==> config.mk <==
export PLATFORM = sky130hd
export DESIGN_NAME = dpio_port
export DESIGN_NICKNAME = d
export VERILOG_FILES = /design/src/design/dpio_pkg.sv /design/src/design/dpio_port.sv
export VERILOG_INCLUDE_DIRS = /design/src /design/src/design
export SDC_FILE = /design/constraint.sdc
export NUM_CORES = 1
export LEC_CHECK = 0
export BUFFER_PORTS_ARGS = -buffer_cell sky130_fd_sc_hd__buf_2
export CAP_MARGIN = 30
export CELL_PAD_IN_SITES_DETAIL_PLACEMENT = 1
export CELL_PAD_IN_SITES_GLOBAL_PLACEMENT = 2
export CORE_ASPECT_RATIO = 0.6
export CORE_MARGIN = 2
export CORE_UTILIZATION = 33
export DETAILED_ROUTE_END_ITERATION = 16
export PLACE_DENSITY = 0.85
export SYNTH_ARGS = -nofsm -noshare
export SYNTH_HDL_FRONTEND = slang
export SYNTH_SLANG_ARGS = --single-unit
==> constraint.sdc <==
create_clock -name i_sys_clk -period 2.2 [get_ports i_sys_clk]
set_input_delay 0.22 -clock i_sys_clk [delete_from_list [all_inputs] [get_ports i_sys_clk]]
set_output_delay 0.22 -clock i_sys_clk [all_outputs]
set_load 0.1 [all_outputs]
==> src/design/dpio_defs.svh <==
/*
  Constants of the dual parallel I/O port block: register offsets, field positions,
  reset values and the fixed levels seen by peripherals whose pins are reassigned.
  Assumes it is included by its bare name from the package; the port module sees it through the package.
*/
// Overview of operation
// - First port pin is general I/O when select bit is 0, peripheral when 1.
// - General I/O pin is input when direction bit is 0, output when 1.
// - Reset clears first port select and direction bits: all pins become inputs.
// - Data writes always update the latch; latch drives only general outputs.
// - Data read returns latch for outputs and the live pin level for inputs.
// - Peripheral mode ignores direction; data bit shows the peripheral pin state.
// - Reassigned peripheral inputs see ground; the DMA done input sees high.
// - Reassigned transmit clock pin makes the transmitter use the receive clock pin.
// - DMA request held active low when its pin is general I/O.
// - Reset makes second port bit 7 the open-drain watchdog output.
// - Lower second port carries acks, timers, watchdog; timer inputs see ground.
// - Second port bit 8 may serve as refresh request when system control selects.
// - Upper four pins follow direction bits, cleared by reset to inputs.
// - Reset clears global interrupt mode register to block spurious interrupts.
// - Falling edge on an upper input pin requests a level 4 interrupt, fixed priority.
// - Each of the four pin requests is masked by its own mask bit.
// - Sources without event register lose pending bit during acknowledge.
// - Event register source stays pending while unmasked events remain.
// - Reserved bits of port control, direction and data registers read zero.
`ifndef DPIO_DEFS_SVH
`define DPIO_DEFS_SVH
`define DPIO_OFS_PA_CNT 8'h00
`define DPIO_OFS_PA_DDR 8'h04
`define DPIO_OFS_PA_DAT 8'h08
`define DPIO_OFS_PB_CNT 8'h0C
`define DPIO_OFS_PB_DDR 8'h10
`define DPIO_OFS_PB_DAT 8'h14
`define DPIO_OFS_GLOBAL_INTERRUPT_MODE_REG 8'h18
`define DPIO_OFS_IMR 8'h1C
`define DPIO_OFS_IPR 8'h20
`define DPIO_OFS_ISR 8'h24
`define DPIO_OFS_SCR 8'h28
`define DPIO_RST_PA_CNT 16'h0000
`define DPIO_RST_PA_DDR 16'h0000
`define DPIO_RST_PB_CNT 8'h80
`define DPIO_RST_PB_DDR 12'h000
`define DPIO_RST_GLOBAL_INTERRUPT_MODE_REG 16'h0000
`define DPIO_RST_SCR 16'h0000
`define DPIO_PA_IDLE_LEVEL 16'h8000
`define DPIO_PB_IDLE_LEVEL 8'h00
`define DPIO_BIT_PA_SERIAL_CH2_RX_CLOCK 2
`define DPIO_BIT_PA_SERIAL_CH2_TX_CLOCK 3
`define DPIO_BIT_PA_SERIAL_CH3_RX_CLOCK 10
`define DPIO_BIT_PA_SERIAL_CH3_TX_CLOCK 11
`define DPIO_BIT_PB_WATCHDOG_OUTPUT 7
`define DPIO_GLOBAL_INTERRUPT_MODE_REG_EN_BIT 0
`define DPIO_SCR_REFRESH_BIT 0
`define DPIO_INT_PB8 1
`define DPIO_INT_PB9 7
`define DPIO_INT_PB10 14
`define DPIO_INT_PB11 15
`define DPIO_INT_SERIAL1 13
`define DPIO_INT_IMPL 16'hE082
`endif

==> src/design/dpio_pkg.sv <==
/*
  Types of the dual parallel I/O port block.
  Assumes dpio_defs.svh is on the include path.
*/
package dpio_pkg;
  `include "dpio_defs.svh"

  typedef struct packed {
    logic [15:0] pa_cnt;
    logic [15:0] pa_ddr;
    logic [15:0] pa_lat;
    logic [7:0] pb_cnt;
    logic [11:0] pb_ddr;
    logic [11:0] pb_lat;
    logic [15:0] global_interrupt_mode_reg;
    logic [15:0] interrupt_mask_reg;
    logic [15:0] interrupt_pending_reg;
    logic [15:0] interrupt_in_service_reg;
    logic [15:0] system_control_reg;
    logic [15:0] pa_s1;
    logic [15:0] pa_s2;
    logic [11:0] pb_s1;
    logic [11:0] pb_s2;
    logic [11:0] pb_prev;
    logic [15:0] rdata;
    logic [4:0] ack_src;
  } dpio_state_t;
endpackage

==> src/design/dpio_port.sv <==
/*
  Two parallel I/O ports with function select, direction, data latches, peripheral
  default inputs and a small level 4 interrupt pending and in-service block.
  Assumes one 40 MHz clock, a plain register port and external pin pads that
  resolve the pin level from the output enables.
*/
`timescale 1ns/1ps
module dpio_port
  import dpio_pkg::*;
(
  input wire logic i_sys_clk,
  input wire logic i_nrst,
  input wire logic [7:0] i_addr,
  input wire logic [15:0] i_wdata,
  input wire logic i_wr,
  input wire logic i_rd,
  output logic [15:0] o_rdata,
  input wire logic [15:0] i_pa_pin,
  output logic [15:0] o_pa_pin,
  output logic [15:0] o_pa_oe,
  input wire logic [15:0] i_pa_periph_out,
  input wire logic [15:0] i_pa_periph_oe,
  output logic [15:0] o_pa_periph_in,
  input wire logic [11:0] i_pb_pin,
  output logic [11:0] o_pb_pin,
  output logic [11:0] o_pb_oe,
  input wire logic [7:0] i_pb_periph_out,
  input wire logic [7:0] i_pb_periph_oe,
  output logic [7:0] o_pb_periph_in,
  input wire logic i_refresh_req,
  input wire logic i_ch1_event_pend,
  input wire logic i_iack,
  output logic o_int_req,
  output logic [4:0] o_ack_src
);

  localparam dpio_state_t ST_RESET = '{
    pa_cnt: `DPIO_RST_PA_CNT,
    pa_ddr: `DPIO_RST_PA_DDR,
    pa_lat: 16'h0000,
    pb_cnt: `DPIO_RST_PB_CNT,
    pb_ddr: `DPIO_RST_PB_DDR,
    pb_lat: 12'h000,
    global_interrupt_mode_reg: `DPIO_RST_GLOBAL_INTERRUPT_MODE_REG,
    interrupt_mask_reg: 16'h0000,
    interrupt_pending_reg: 16'h0000,
    interrupt_in_service_reg: 16'h0000,
    system_control_reg: `DPIO_RST_SCR,
    pa_s1: 16'h0000,
    pa_s2: 16'h0000,
    pb_s1: 12'h000,
    pb_s2: 12'h000,
    pb_prev: 12'h000,
    rdata: 16'h0000,
    ack_src: 5'h00
  };

  dpio_state_t st;
  dpio_state_t next_st;

  logic [15:0] pa_rd_val;
  logic [11:0] pb_rd_val;
  logic [3:0] pb_edge;
  logic [15:0] cand;
  logic [4:0] win_idx;
  logic [4:0] isr_top;
  logic win_valid;
  logic refresh_mode;

  function automatic logic [4:0] top_bit(input logic [15:0] v);
    logic [4:0] t;
    t = 5'h00;
    for (int i = 0; i < 16; i++) begin
      if (v[i]) begin
        t = i[4:0];
      end
    end
    return t;
  endfunction

  assign refresh_mode = st.system_control_reg[`DPIO_SCR_REFRESH_BIT];

  // Pin drive for the first port.
  always_comb begin
    for (int i = 0; i < 16; i++) begin
      if (st.pa_cnt[i]) begin
        o_pa_pin[i] = i_pa_periph_out[i];
        o_pa_oe[i] = i_pa_periph_oe[i];
      end else begin
        o_pa_pin[i] = st.pa_lat[i];
        o_pa_oe[i] = st.pa_ddr[i];
      end
    end
  end

  // Inputs seen by the serial and DMA peripherals.
  always_comb begin
    o_pa_periph_in = (st.pa_cnt & st.pa_s2) | (~st.pa_cnt & `DPIO_PA_IDLE_LEVEL);
    if (!st.pa_cnt[`DPIO_BIT_PA_SERIAL_CH2_TX_CLOCK]) begin
      o_pa_periph_in[`DPIO_BIT_PA_SERIAL_CH2_TX_CLOCK] = o_pa_periph_in[`DPIO_BIT_PA_SERIAL_CH2_RX_CLOCK];
    end
    if (!st.pa_cnt[`DPIO_BIT_PA_SERIAL_CH3_TX_CLOCK]) begin
      o_pa_periph_in[`DPIO_BIT_PA_SERIAL_CH3_TX_CLOCK] = o_pa_periph_in[`DPIO_BIT_PA_SERIAL_CH3_RX_CLOCK];
    end
  end

  // Pin drive for the second port.
  always_comb begin
    for (int i = 0; i < 8; i++) begin
      if (st.pb_cnt[i]) begin
        o_pb_pin[i] = i_pb_periph_out[i];
        o_pb_oe[i] = i_pb_periph_oe[i];
      end else begin
        o_pb_pin[i] = st.pb_lat[i];
        o_pb_oe[i] = st.pb_ddr[i];
      end
    end
    if (st.pb_cnt[`DPIO_BIT_PB_WATCHDOG_OUTPUT]) begin
      o_pb_pin[`DPIO_BIT_PB_WATCHDOG_OUTPUT] = 1'b0;
      o_pb_oe[`DPIO_BIT_PB_WATCHDOG_OUTPUT] = ~i_pb_periph_out[`DPIO_BIT_PB_WATCHDOG_OUTPUT];
    end
    for (int i = 8; i < 12; i++) begin
      o_pb_pin[i] = st.pb_lat[i];
      o_pb_oe[i] = st.pb_ddr[i];
    end
    if (refresh_mode) begin
      o_pb_pin[8] = i_refresh_req;
      o_pb_oe[8] = 1'b1;
    end
    o_pb_periph_in = (st.pb_cnt & st.pb_s2[7:0]) | (~st.pb_cnt & `DPIO_PB_IDLE_LEVEL);
  end

  // Read-back values of the data registers.
  always_comb begin
    for (int i = 0; i < 16; i++) begin
      if (st.pa_cnt[i]) begin
        pa_rd_val[i] = i_pa_periph_oe[i] ? i_pa_periph_out[i] : st.pa_s2[i];
      end else begin
        pa_rd_val[i] = st.pa_ddr[i] ? st.pa_lat[i] : st.pa_s2[i];
      end
    end
    for (int i = 0; i < 12; i++) begin
      pb_rd_val[i] = o_pb_oe[i] ? o_pb_pin[i] : st.pb_s2[i];
    end
  end

  // Falling edges on the upper second-port pins while they are general inputs.
  always_comb begin
    for (int i = 0; i < 4; i++) begin
      pb_edge[i] = st.pb_prev[8 + i] & ~st.pb_s2[8 + i] & ~st.pb_ddr[8 + i];
    end
    if (refresh_mode) begin
      pb_edge[0] = 1'b0;
    end
  end

  // Priority pick: higher bit number is higher priority within level 4.
  always_comb begin
    cand = st.interrupt_pending_reg & st.interrupt_mask_reg & `DPIO_INT_IMPL;
    win_idx = top_bit(cand);
    isr_top = top_bit(st.interrupt_in_service_reg);
    win_valid = (cand != 16'h0000) && ((st.interrupt_in_service_reg == 16'h0000) || (win_idx > isr_top));
  end

  assign o_int_req = st.global_interrupt_mode_reg[`DPIO_GLOBAL_INTERRUPT_MODE_REG_EN_BIT] & win_valid;
  assign o_rdata = st.rdata;
  assign o_ack_src = st.ack_src;

  always_comb begin
    next_st = st;
    next_st.pa_s1 = i_pa_pin;
    next_st.pa_s2 = st.pa_s1;
    next_st.pb_s1 = i_pb_pin;
    next_st.pb_s2 = st.pb_s1;
    next_st.pb_prev = st.pb_s2;
    if (i_wr) begin
      unique case (i_addr)
        `DPIO_OFS_PA_CNT: next_st.pa_cnt = i_wdata;
        `DPIO_OFS_PA_DDR: next_st.pa_ddr = i_wdata;
        `DPIO_OFS_PA_DAT: next_st.pa_lat = i_wdata;
        `DPIO_OFS_PB_CNT: next_st.pb_cnt = i_wdata[7:0];
        `DPIO_OFS_PB_DDR: next_st.pb_ddr = i_wdata[11:0];
        `DPIO_OFS_PB_DAT: next_st.pb_lat = i_wdata[11:0];
        `DPIO_OFS_GLOBAL_INTERRUPT_MODE_REG: next_st.global_interrupt_mode_reg = i_wdata;
        `DPIO_OFS_IMR: next_st.interrupt_mask_reg = i_wdata & `DPIO_INT_IMPL;
        `DPIO_OFS_IPR: next_st.interrupt_pending_reg = st.interrupt_pending_reg & ~i_wdata;
        `DPIO_OFS_ISR: next_st.interrupt_in_service_reg = st.interrupt_in_service_reg & ~i_wdata;
        `DPIO_OFS_SCR: next_st.system_control_reg = i_wdata;
        default: begin
        end
      endcase
    end
    if (i_iack) begin
      next_st.ack_src = win_valid ? win_idx : 5'h00;
      if (win_valid) begin
        next_st.interrupt_in_service_reg[win_idx[3:0]] = 1'b1;
        next_st.interrupt_pending_reg[win_idx[3:0]] = 1'b0;
      end
    end
    // Edges set after every clear, so a clash keeps the request.
    if (pb_edge[0]) begin
      next_st.interrupt_pending_reg[`DPIO_INT_PB8] = 1'b1;
    end
    if (pb_edge[1]) begin
      next_st.interrupt_pending_reg[`DPIO_INT_PB9] = 1'b1;
    end
    if (pb_edge[2]) begin
      next_st.interrupt_pending_reg[`DPIO_INT_PB10] = 1'b1;
    end
    if (pb_edge[3]) begin
      next_st.interrupt_pending_reg[`DPIO_INT_PB11] = 1'b1;
    end
    next_st.interrupt_pending_reg[`DPIO_INT_SERIAL1] = i_ch1_event_pend;
    next_st.rdata = 16'h0000;
    if (i_rd) begin
      unique case (i_addr)
        `DPIO_OFS_PA_CNT: next_st.rdata = st.pa_cnt;
        `DPIO_OFS_PA_DDR: next_st.rdata = st.pa_ddr;
        `DPIO_OFS_PA_DAT: next_st.rdata = pa_rd_val;
        `DPIO_OFS_PB_CNT: next_st.rdata = {8'h00, st.pb_cnt};
        `DPIO_OFS_PB_DDR: next_st.rdata = {4'h0, st.pb_ddr};
        `DPIO_OFS_PB_DAT: next_st.rdata = {4'h0, pb_rd_val};
        `DPIO_OFS_GLOBAL_INTERRUPT_MODE_REG: next_st.rdata = st.global_interrupt_mode_reg;
        `DPIO_OFS_IMR: next_st.rdata = st.interrupt_mask_reg;
        `DPIO_OFS_IPR: next_st.rdata = st.interrupt_pending_reg;
        `DPIO_OFS_ISR: next_st.rdata = st.interrupt_in_service_reg;
        `DPIO_OFS_SCR: next_st.rdata = st.system_control_reg;
        default: next_st.rdata = 16'h0000;
      endcase
    end
  end

  always_ff @(posedge i_sys_clk or negedge i_nrst) begin
    if (!i_nrst) begin
      st <= ST_RESET;
    end else begin
      st <= next_st;
    end
  end

  // Checks.
  logic [3:0] pb_pend;
  assign pb_pend = {st.interrupt_pending_reg[`DPIO_INT_PB11], st.interrupt_pending_reg[`DPIO_INT_PB10],
                    st.interrupt_pending_reg[`DPIO_INT_PB9], st.interrupt_pending_reg[`DPIO_INT_PB8]};
endmodule

## Word-level counts from Yosys, hierarchy flattened

Index checks and enable logic that the tools add are counted.
W data, S select, Z words.

| cells by class | value |
|---|---|
| magnitude comparators | 3 |
| add/subtract/negate cells | 0 |
| multiply operators | 0 |
| div/mod/pow operators | 0 |
| muxes and demuxes | 148 |
| shift operators | 0 |
| reductions and logical operators | 15 |
| equality and inequality tests | 10 |
| bitwise logic cells | 29 |

Operators with widths:

| kind | count |
|---|---|
| $pmux W16 S11 | 1 |
| $mux W1 | 120 |
| $mux W5 | 19 |
| $and A16 B16 Y16 | 5 |
| $mux W16 | 4 |
| $mux W32 | 2 |
| $mux W48 | 1 |
| $not A16 Y16 | 3 |
| $eq A8 B5 Y1 const B | 4 |
| $or A16 B16 Y16 | 2 |
| $eq A8 B6 Y1 const B | 3 |
| $reduce_and A2 Y1 | 9 |
| $eq A8 B4 Y1 const B | 2 |
| $logic_not A16 Y1 | 1 |
| $reduce_bool A16 Y1 | 1 |
| $and A1 B1 Y1 | 9 |
| $not A1 Y1 | 9 |
| $and A8 B8 Y8 | 1 |
| $eq A8 B3 Y1 const B | 1 |
| $logic_not A8 Y1 | 1 |
| $gt A5 B5 Y1 | 1 |
| $lt A4 B5 Y1 const B | 1 |
| $demux W1 S4 | 1 |
| $ge A4 B1 Y1 const B | 1 |
| other kinds (2) | 3 |

| storage, ports and cells | value |
|---|---|
| input port bits | 107 |
| RAM bits | 0 |
| memories kept | 0 |
| bits in latches | 0 |
| logic and storage cells | 223 |
| output and inout port bits | 102 |
| register bits after elaboration | 238 |
| memory bits (read-only) | 0 |

## Longest topological paths before layout

Gate-level depths: netlist of run 1.

| depth | value |
|---|---|
| word-level depth | 21 |
| mapped depth | 11 |

## Least setup slack after synthesis of run 1

OpenSTA, ideal clock, no wires.

| timing path | value |
|---|---|
| path kind | reg2out |
| start | register st[118] in the netlist's numbering |
| end | output o_int_req |
| buffers on the path | 0 |
| arrival time | 3282 ps |
| stages on the path, launching flop included | 9 |
| path slack | -1302 ps |
| path through | dfrtp_1 or4_4 nor4b_4 ha_1 nand4_1 o21ai_0 a21o_1 and2_4 nor2_1 |

| on the way | value |
|---|---|
| cells in the longest elaborated chain, start to end | 7 |
| elaborated cells between the ends (all ways) | 8 |
| classes of those cells | order compare (1); mux (3); bitwise (1); reduce/logical (3) |

Ends and longest elaborated chain:

| element | line | text |
|---|---|---|
| start: declaration | dpio_port.sv:58 | `dpio_state_t st;` |
| start signal: assignment | dpio_port.sv:237 | `st <= next_st;` |
| $mux W5 (3 in a row) | dpio_port.sv:74 | `if (v[i]) begin` |
| $gt A5 B5 Y1 | dpio_port.sv:162 | `win_valid = (cand != 16'h0000) && ((st.interrupt_in_service_reg == 16'h0000) \|\| (win_idx > isr_top));` |
| $logic_or A1 B1 Y1 * | dpio_port.sv:162 |  |
| $logic_and A1 B1 Y1 * | dpio_port.sv:162 |  |
| $and A1 B1 Y1 * | dpio_port.sv:165 | `` assign o_int_req = st.global_interrupt_mode_reg[`DPIO_GLOBAL_INTERRUPT_MODE_REG_EN_BIT] & win_valid; `` |
| end: declaration | dpio_port.sv:33 | `output logic o_int_req,` |

Every way passes the cells marked *; elsewhere a longest branch is shown, timed or not.

## Worst setup path in the final report of run 1

| timing path | value |
|---|---|
| start | register st[117] in the netlist's numbering |
| end | output o_int_req |

| on the way | value |
|---|---|
| cells in the longest elaborated chain, start to end | 8 |
| elaborated cells between the ends (all ways) | 9 |
| classes of those cells | order compare (1); mux (4); bitwise (1); reduce/logical (3) |

Ends and longest elaborated chain:

| element | line |
|---|---|
| $mux W5 (4 in a row) | dpio_port.sv:74 |
| $gt A5 B5 Y1 | dpio_port.sv:162 |
| $logic_or A1 B1 Y1 * | dpio_port.sv:162 |
| $logic_and A1 B1 Y1 * | dpio_port.sv:162 |
| $and A1 B1 Y1 * | dpio_port.sv:165 |

Marked as above.

==> impl_metrics.py, run 1 <==
metrics = {
    "sta": {
        "tightest_slew_ns": 0.575,
        "layout_setup_ws_ns": -0.862,
        "slew_violations": 0,
        "clock_skew_ns": 0.0124,
        "rsz0062_at_grt": "true",
        "max_slew_margin_pct": 61.7,
        "timing.final.crit_share_pct": 139,
        "finalHoldViolations": 0,
        "fmax_ghz": 0.327,
        "period_needed_ns": 3.06,
        "setup_viol": 14,
    },
    "floorplan": {
        "rows": 51,
        "die_w_um": 240,
        "die_h_um": 146,
        "io_pins": 209,
        "start_util_pct": 33.7,
        "core_um2": 32700,
        "die-area_um2": 34900,
    },
    "pwr": {
        "p_total_w": 0.0106,
        "pwr-share-comb_pct": 16.1,
        "p_switching_w": 0.00319,
        "ir_drop_mv": 0.548,
        "power.static_leakage_nw": 7.01,
        "intPower_w": 0.00746,
        "clockPowerShare_pct": 41.5,
        "sw_frac_of_total_pct": 29.9,
        "p_per_area_nw_per_um2": 731,
        "pwr-share-seq_pct": 42.4,
    },
    "yosys": {
        "synth-xor-area-share_pct": 0,
        "synth_top_family_by_area": "multiplexers",
        "synth.largest_area_cell": "dfrtp_1",
        "synth_area_leaders": "dfrtp_1 (52%), mux2_2 (16%), nand2_1 (2.9%)",
        "synth_edf_count": 0,
        "yosys-mux-area-fraction_pct": 19.8,
        "syn_nets": 1044,
        "synth_compound_area_share_pct": 11.9,
        "async_flop_share_pct": 100,
        "synth_adder_area_share_pct": 0.454,
        "ys_seq_area_share_pct": 52.0,
        "ys_ff_latch": 229,
        "yosys_warnings": 0,
        "synthSimpleGateAreaFrac_pct": 11.6,
        "synth_area_um2": 11000,
        "avgSynthCellArea_um2": 11.8,
        "synth-main-ff-cell": "dfrtp_1",
        "yosysUniqueCellTypes": 66,
        "synth_top_area_share_pct": 51.8,
        "synthCells": 933,
    },
    "worst_setup_path": {
        "path_depth": 9,
        "path_buf_inv": 1,
        "crit_family": "simple AND/OR/NAND/NOR gates",
        "worst_r2r_startpoint": "st[117]",
        "r2r_end": "st[106]",
        "worstPathMaxFanout": 2,
        "critPathMaxStageDelay_ns": 0.57,
        "cp-end-kind": "primary output",
        "reg2reg_setup_slack_ns": -0.40,
        "criticalPathCategory": "flop to primary output",
        "critPathArrivalTime_ns": 2.84,
        "crit_chain": "or4_4, nor4b_4, ha_1, nand4_1, o21ai_1, a21o_1, and2_4, nor2_4, buf_12",
        "ff2ff_path_depth": 11,
        "start_kind": "flop",
        "crit_path_end": "o_int_req",
        "crit_path_start": "st[117]",
        "slowest_stage": "or4_4",
        "cp_data_required_time_ns": 1.98,
    },
    "grt": {
        "grt_pass1_wl_um": 60400,
        "grt_use_total_pct": 22.9,
        "antenna_found_initial": 2,
        "overflow": 0,
        "grt_max_degree": 64,
        "grt_pass1_vias": 9623,
    },
    "cts": {
        "clkSinkCount": 229,
        "clk_pin_slew_ns": 0.06,
        "clkLatencyLatePin_ns": 0.55,
        "htree_num_levels": 1,
        "cts-root-buf": "clkbuf_16",
        "cts_buffer_depth": 3,
        "cts_tree": "yes",
        "cts_buffers": 25,
    },
    "finish": {
        "final_layout_size_suffix_gt1_share_pct": 45.9,
        "layout_common_cells": "dfrtp_1 (228), buf_2 (204), mux2_2 (157)",
        "utilization_pct": 44.6,
        "fill_cells": 3554,
        "area_growth_pct": 32.3,
        "multi_input_area_um2": 4980,
        "final_common_cell": "dfrtp_1",
        "nets": 1359,
        "final-seq-area_um2": 5730,
    },
    "drt": {
        "drc": 0,
        "antenna_left": 0,
        "first_pass_iters": 5,
        "wl_per_cell_um": 23.1,
        "drt_iter0_markers": 586,
        "vias": 8964,
        "routed_wl_um": 39600,
        "detail_route.vias_per_cell": 5.21,
    },
    "placement": {
        "dpl.hpwl_um": 28800,
        "gp_congestion": 0.877,
        "port_buffers": 206,
    },
    "worst_hold_path": {
        "min_path_type": "input port to flop",
        "hold_depth": 2,
    },
    "run_status": {
        "violations": "setup timing",
        "outcome": "complete, but fails checks",
    },
    "run": {
        "drv_cap": 0,
    },
}
[logic make-up (layout without fill, tap and decap cells)]
logic type      count (synthesis)  count (layout)
simple gates                  236             236
flops                         229             229
mux                           192             192
compound gates                186             186
buf+inv                        85             419
fa+ha+maj                       4               4
other cells                     1               3
[per-layer routing]
metal	vias to the layer above	part of all wire [%]	global-route usage, %
met4	0	1.8	4.07
met1	4665	49	34.9
met5	-	0	0
met3	51	5.8	4.36
li1	4011	-	-
met2	237	43	33.8
[timing repair]
item / in CTS / in global routing
hold buffers: 33 / 0
setup endpoints to repair: 14 / 14
buffers inserted: 10 / 2
gates cloned: 0 / 0
pin swaps: 7 / 15
gates resized for setup: 6 / 16
endpoints found under the hold margin: 91 / 0
[synth_stat cells (16+ instances only)]
cell        n
o21ai_0    34
mux2_2    157
a21oi_1    20
dfrtp_1   228
and2_1     26
nand3_1    16
buf_2      20
mux2i_1    24
nand2_1    85
nor2_1     38
a22oi_1    20
buf_4      29
a21boi_0   24
[flip-flops by register name (all words and copies together), names as in the netlist]
signal / cells
o_rdata: 16
refresh_mode: 1
o_pb_pin: 3
pb_pend: 4
st: 158
o_ack_src: 4
o_pb_oe: 3
next_st: 40
[power groups by stage]
| stage | combinational (W) | sequential [W] | clock (W) |
|---|---|---|---|
| after floorplan | 0.00110 | 0.00455 | 0 |
| after global placement | 0.00163 | 0.00458 | 0 |
| after detailed placement | 0.00165 | 0.00459 | 0 |
| after CTS | 0.00171 | 0.00452 | 0.00453 |
| after global routing | 0.00181 | 0.00454 | 0.00472 |
| final | 0.00171 | 0.00452 | 0.00442 |
[through the flow]
stage / setup slack (ns) / area [um2] / hold slack [ns] / cells / TNS, ns
2_1_floorplan: -0.445 / 11000 / -0.0756 / 933 / -0.962
3_3_place_gp: -0.346 / 13200 / 0.221 / 1627 / -3.34
3_5_place_dp: -0.336 / 13200 / 0.225 / 1627 / -3.43
4_1_cts: -0.894 / 14500 / 0.00549 / 1715 / -4.56
5_1_grt: -0.983 / 14600 / 0.0318 / 1718 / -6.57
6_report: -0.862 / 14600 / 0.0210 / 1719 / -5.10
[worst reg2reg max path: cells and delay by family (launching register included)]
kind            cells  cell delay (ns)
simple gates        3             0.92
fa+ha+maj           1             0.30
buf+inv             3             0.41
compound gates      4             0.54
flops               1             0.38
[worst min path at each step]
| stage | start | end | slack, ns |
|---|---|---|---|
| final | i_wdata[10] | st[131] | 0.02 |
| after global routing | i_wdata[6] | st[127] | 0.03 |
| after CTS | i_wdata[9] | st[130] | 0.005 |
| after detailed placement | i_nrst | st[184] | 0.22 |
| after global placement | i_nrst | st[184] | 0.22 |
| after floorplan | i_nrst | next_st[21] | -0.08 |
[final cells by class]
class                           instances  share of cell area, %
Timing Repair Buffer                  362                   16.4
Multi-Input combinational cell        619                   34.2
Clock buffer                           34                   5.00
Tap cell                              450                   3.86
Antenna cell                            2                 0.0343
Clock inverter                         12                  0.901
Sequential cell                       229                   39.3
Inverter                               11                  0.283
No activity file was read; power rests on OpenSTA's default activity.
==> run 2: changes to the inputs <==
--- a/config.mk
+++ b/config.mk
@@ -14,6 +14,7 @@
 export CORE_MARGIN = 2
 export CORE_UTILIZATION = 33
 export DETAILED_ROUTE_END_ITERATION = 16
+export MAX_ROUTING_LAYER = met4
 export PLACE_DENSITY = 0.85
 export SYNTH_ARGS = -nofsm -noshare
 export SYNTH_HDL_FRONTEND = slang
==> impl_metrics.py, run 2 (synthesized netlist as in run 1, its figures left out) <==
metrics = {
    "drt": {
        "routed_wl_um": 40200,
        "drt_iter0_markers": 529,
        "drc": 0,
        "vias": 9074,
        "detail_route.vias_per_cell": 5.28,
        "wl_per_cell_um": 23.4,
        "first_pass_iters": 5,
        "antenna_left": 0,
    },
    "cts": {
        "clkSinkCount": 229,
        "cts_tree": "yes",
        "htree_num_levels": 1,
        "cts_buffer_depth": 3,
        "clk_pin_slew_ns": 0.07,
        "cts_buffers": 25,
        "clkLatencyLatePin_ns": 0.56,
        "cts-root-buf": "clkbuf_16",
    },
    "worst_setup_path": {
        "start_kind": "flop",
        "critPathArrivalTime_ns": 2.89,
        "criticalPathCategory": "flop to primary output",
        "critPathMaxStageDelay_ns": 0.39,
        "cp_data_required_time_ns": 1.98,
        "path_buf_inv": 2,
        "crit_family": "compound AO/OA/AOI/OAI gates",
        "crit_path_frequent_cell": "a21oi_2",
        "worstPathMaxFanout": 3,
        "crit_chain": "buf_4, nor2b_1, o21bai_1, a21oi_2, o21bai_2, a21oi_2, ha_1, nand4_1, o21ai_1, a21o_1, and2_4, nor2_4, buf_12",
        "cp-end-kind": "primary output",
        "slowest_stage": "dfrtp_1",
    },
    "sta": {
        "setup_viol": 14,
        "clock_skew_ns": 0.0125,
        "fmax_ghz": 0.322,
        "tns_ns": -5.22,
        "finalHoldViolations": 0,
        "slew_violations": 0,
        "timing.final.crit_share_pct": 141,
        "tightest_slew_ns": 0.684,
        "period_needed_ns": 3.11,
        "layout_setup_ws_ns": -0.906,
        "rsz0062_at_grt": "true",
        "max_slew_margin_pct": 54.4,
    },
    "placement": {
        "gp_congestion": 0.901,
        "dpl.hpwl_um": 29300,
        "port_buffers": 206,
    },
    "grt": {
        "grt_pass1_wl_um": 60700,
        "grt_max_degree": 61,
        "overflow": 0,
        "antenna_found_initial": 0,
        "grt_pass1_vias": 9476,
        "grt_use_total_pct": 23.7,
    },
    "finish": {
        "nets": 1363,
        "largest_reg_flops": 158,
        "area_growth_pct": 32.7,
        "layout_common_cells": "dfrtp_1 (228), buf_2 (204), mux2_2 (157)",
        "num_antenna_cells": 0,
        "fill_cells": 3582,
        "final_common_cell": "dfrtp_1",
        "largest_register": "st",
        "final_layout_size_suffix_gt1_share_pct": 45.7,
    },
    "floorplan": {
        "die_w_um": 240,
        "die-area_um2": 34900,
        "die_h_um": 146,
        "start_util_pct": 33.7,
        "core_um2": 32700,
        "io_pins": 209,
        "rows": 51,
    },
    "worst_hold_path": {
        "min_path_type": "input port to flop",
    },
    "pwr": {
        "ir_drop_mv": 0.583,
        "power.static_leakage_nw": 7.05,
        "p_total_w": 0.0109,
        "p_per_area_nw_per_um2": 745,
    },
    "run_status": {
        "violations": "setup timing",
        "outcome": "complete, but fails checks",
    },
    "run": {
        "drv_cap": 0,
    },
}
## run 2: changes by cell type in the layout (fill, tap and decap cells not counted), sizes merged
cell,before,now
clkinv,7,2
clkinvlp,1,0
bufinv,2,4
buf,329,333
diode,2,0
clkbuf,34,37
## run 2: report_power, final
part / total, W / leakage, nW / switching [W] / internal (W)
registers: 0.00452 / 3.00 / 0.000143 / 0.00438
clock network: 0.00465 / 0.443 / 0.00184 / 0.00281
logic: 0.00172 / 3.60 / 0.00121 / 0.000512
total: 0.0109 / 7.05 / 0.00319 / 0.00770
## run 2: timing repair
item                                    4_1_cts  5_1_grt
hold buffers                                 33        0
endpoints found under the setup margin       14       14
endpoints found under the hold margin        89        0
gates cloned                                  0        0
gates resized for setup                      14       13
buffers inserted                             14        3
pin swaps                                    13        4
## run 2: layout make-up
type | count | area [um2] | share of cell area [%]
inverter | 11 | 41.3 | 0.282
sequential | 229 | 5730 | 39.2
tap | 450 | 563 | 3.85
clock inverter | 8 | 159 | 1.09
multi-input combinational | 619 | 4970 | 34.0
timing repair buffer | 366 | 2410 | 16.5
clock buffer | 37 | 741 | 5.07
## run 2: path summary, 6_finish.rpt
check / slack (ns) / start / cells past startpoint / end
worst max register to register: -0.38 / st[107] / 14 / st[118]
worst min-delay path: 0.02 / i_wdata[10] / 2 / st[131]
min in group asynchronous: 0.21 / i_nrst / 2 / st[57]
worst max-delay path: -0.91 / st[107] / 13 / o_int_req
max in group asynchronous: 1.24 / i_nrst / 3 / st[200]
worst min register to register: 0.35 / next_st[38] / 0 / next_st[26]
## run 2: layer usage
metal | vias up | part of all wire, % | GRT usage [%]
met2 | 279 | 43 | 34.2
met1 | 4725 | 49 | 34.7
met3 | 54 | 5.8 | 4.78
met5 | - | 0 | -
met4 | 0 | 1.8 | 4.19
li1 | 4016 | - | -
## run 2: through the flow
| stage | setup slack (ns) | area [um2] | std cells | hold slack [ns] | util [%] |
|---|---|---|---|---|---|
| after floorplan | -0.445 | 11000 | 933 | -0.0756 | - |
| after global placement | -0.388 | 13200 | 1631 | 0.201 | 40.4 |
| after detailed placement | -0.418 | 13200 | 1631 | 0.203 | 40.4 |
| after CTS | -0.887 | 14600 | 1723 | 0.00275 | 44.7 |
| after global routing | -1.04 | 14600 | 1720 | 0.0170 | 44.7 |
| final | -0.906 | 14600 | 1720 | 0.0175 | 44.7 |
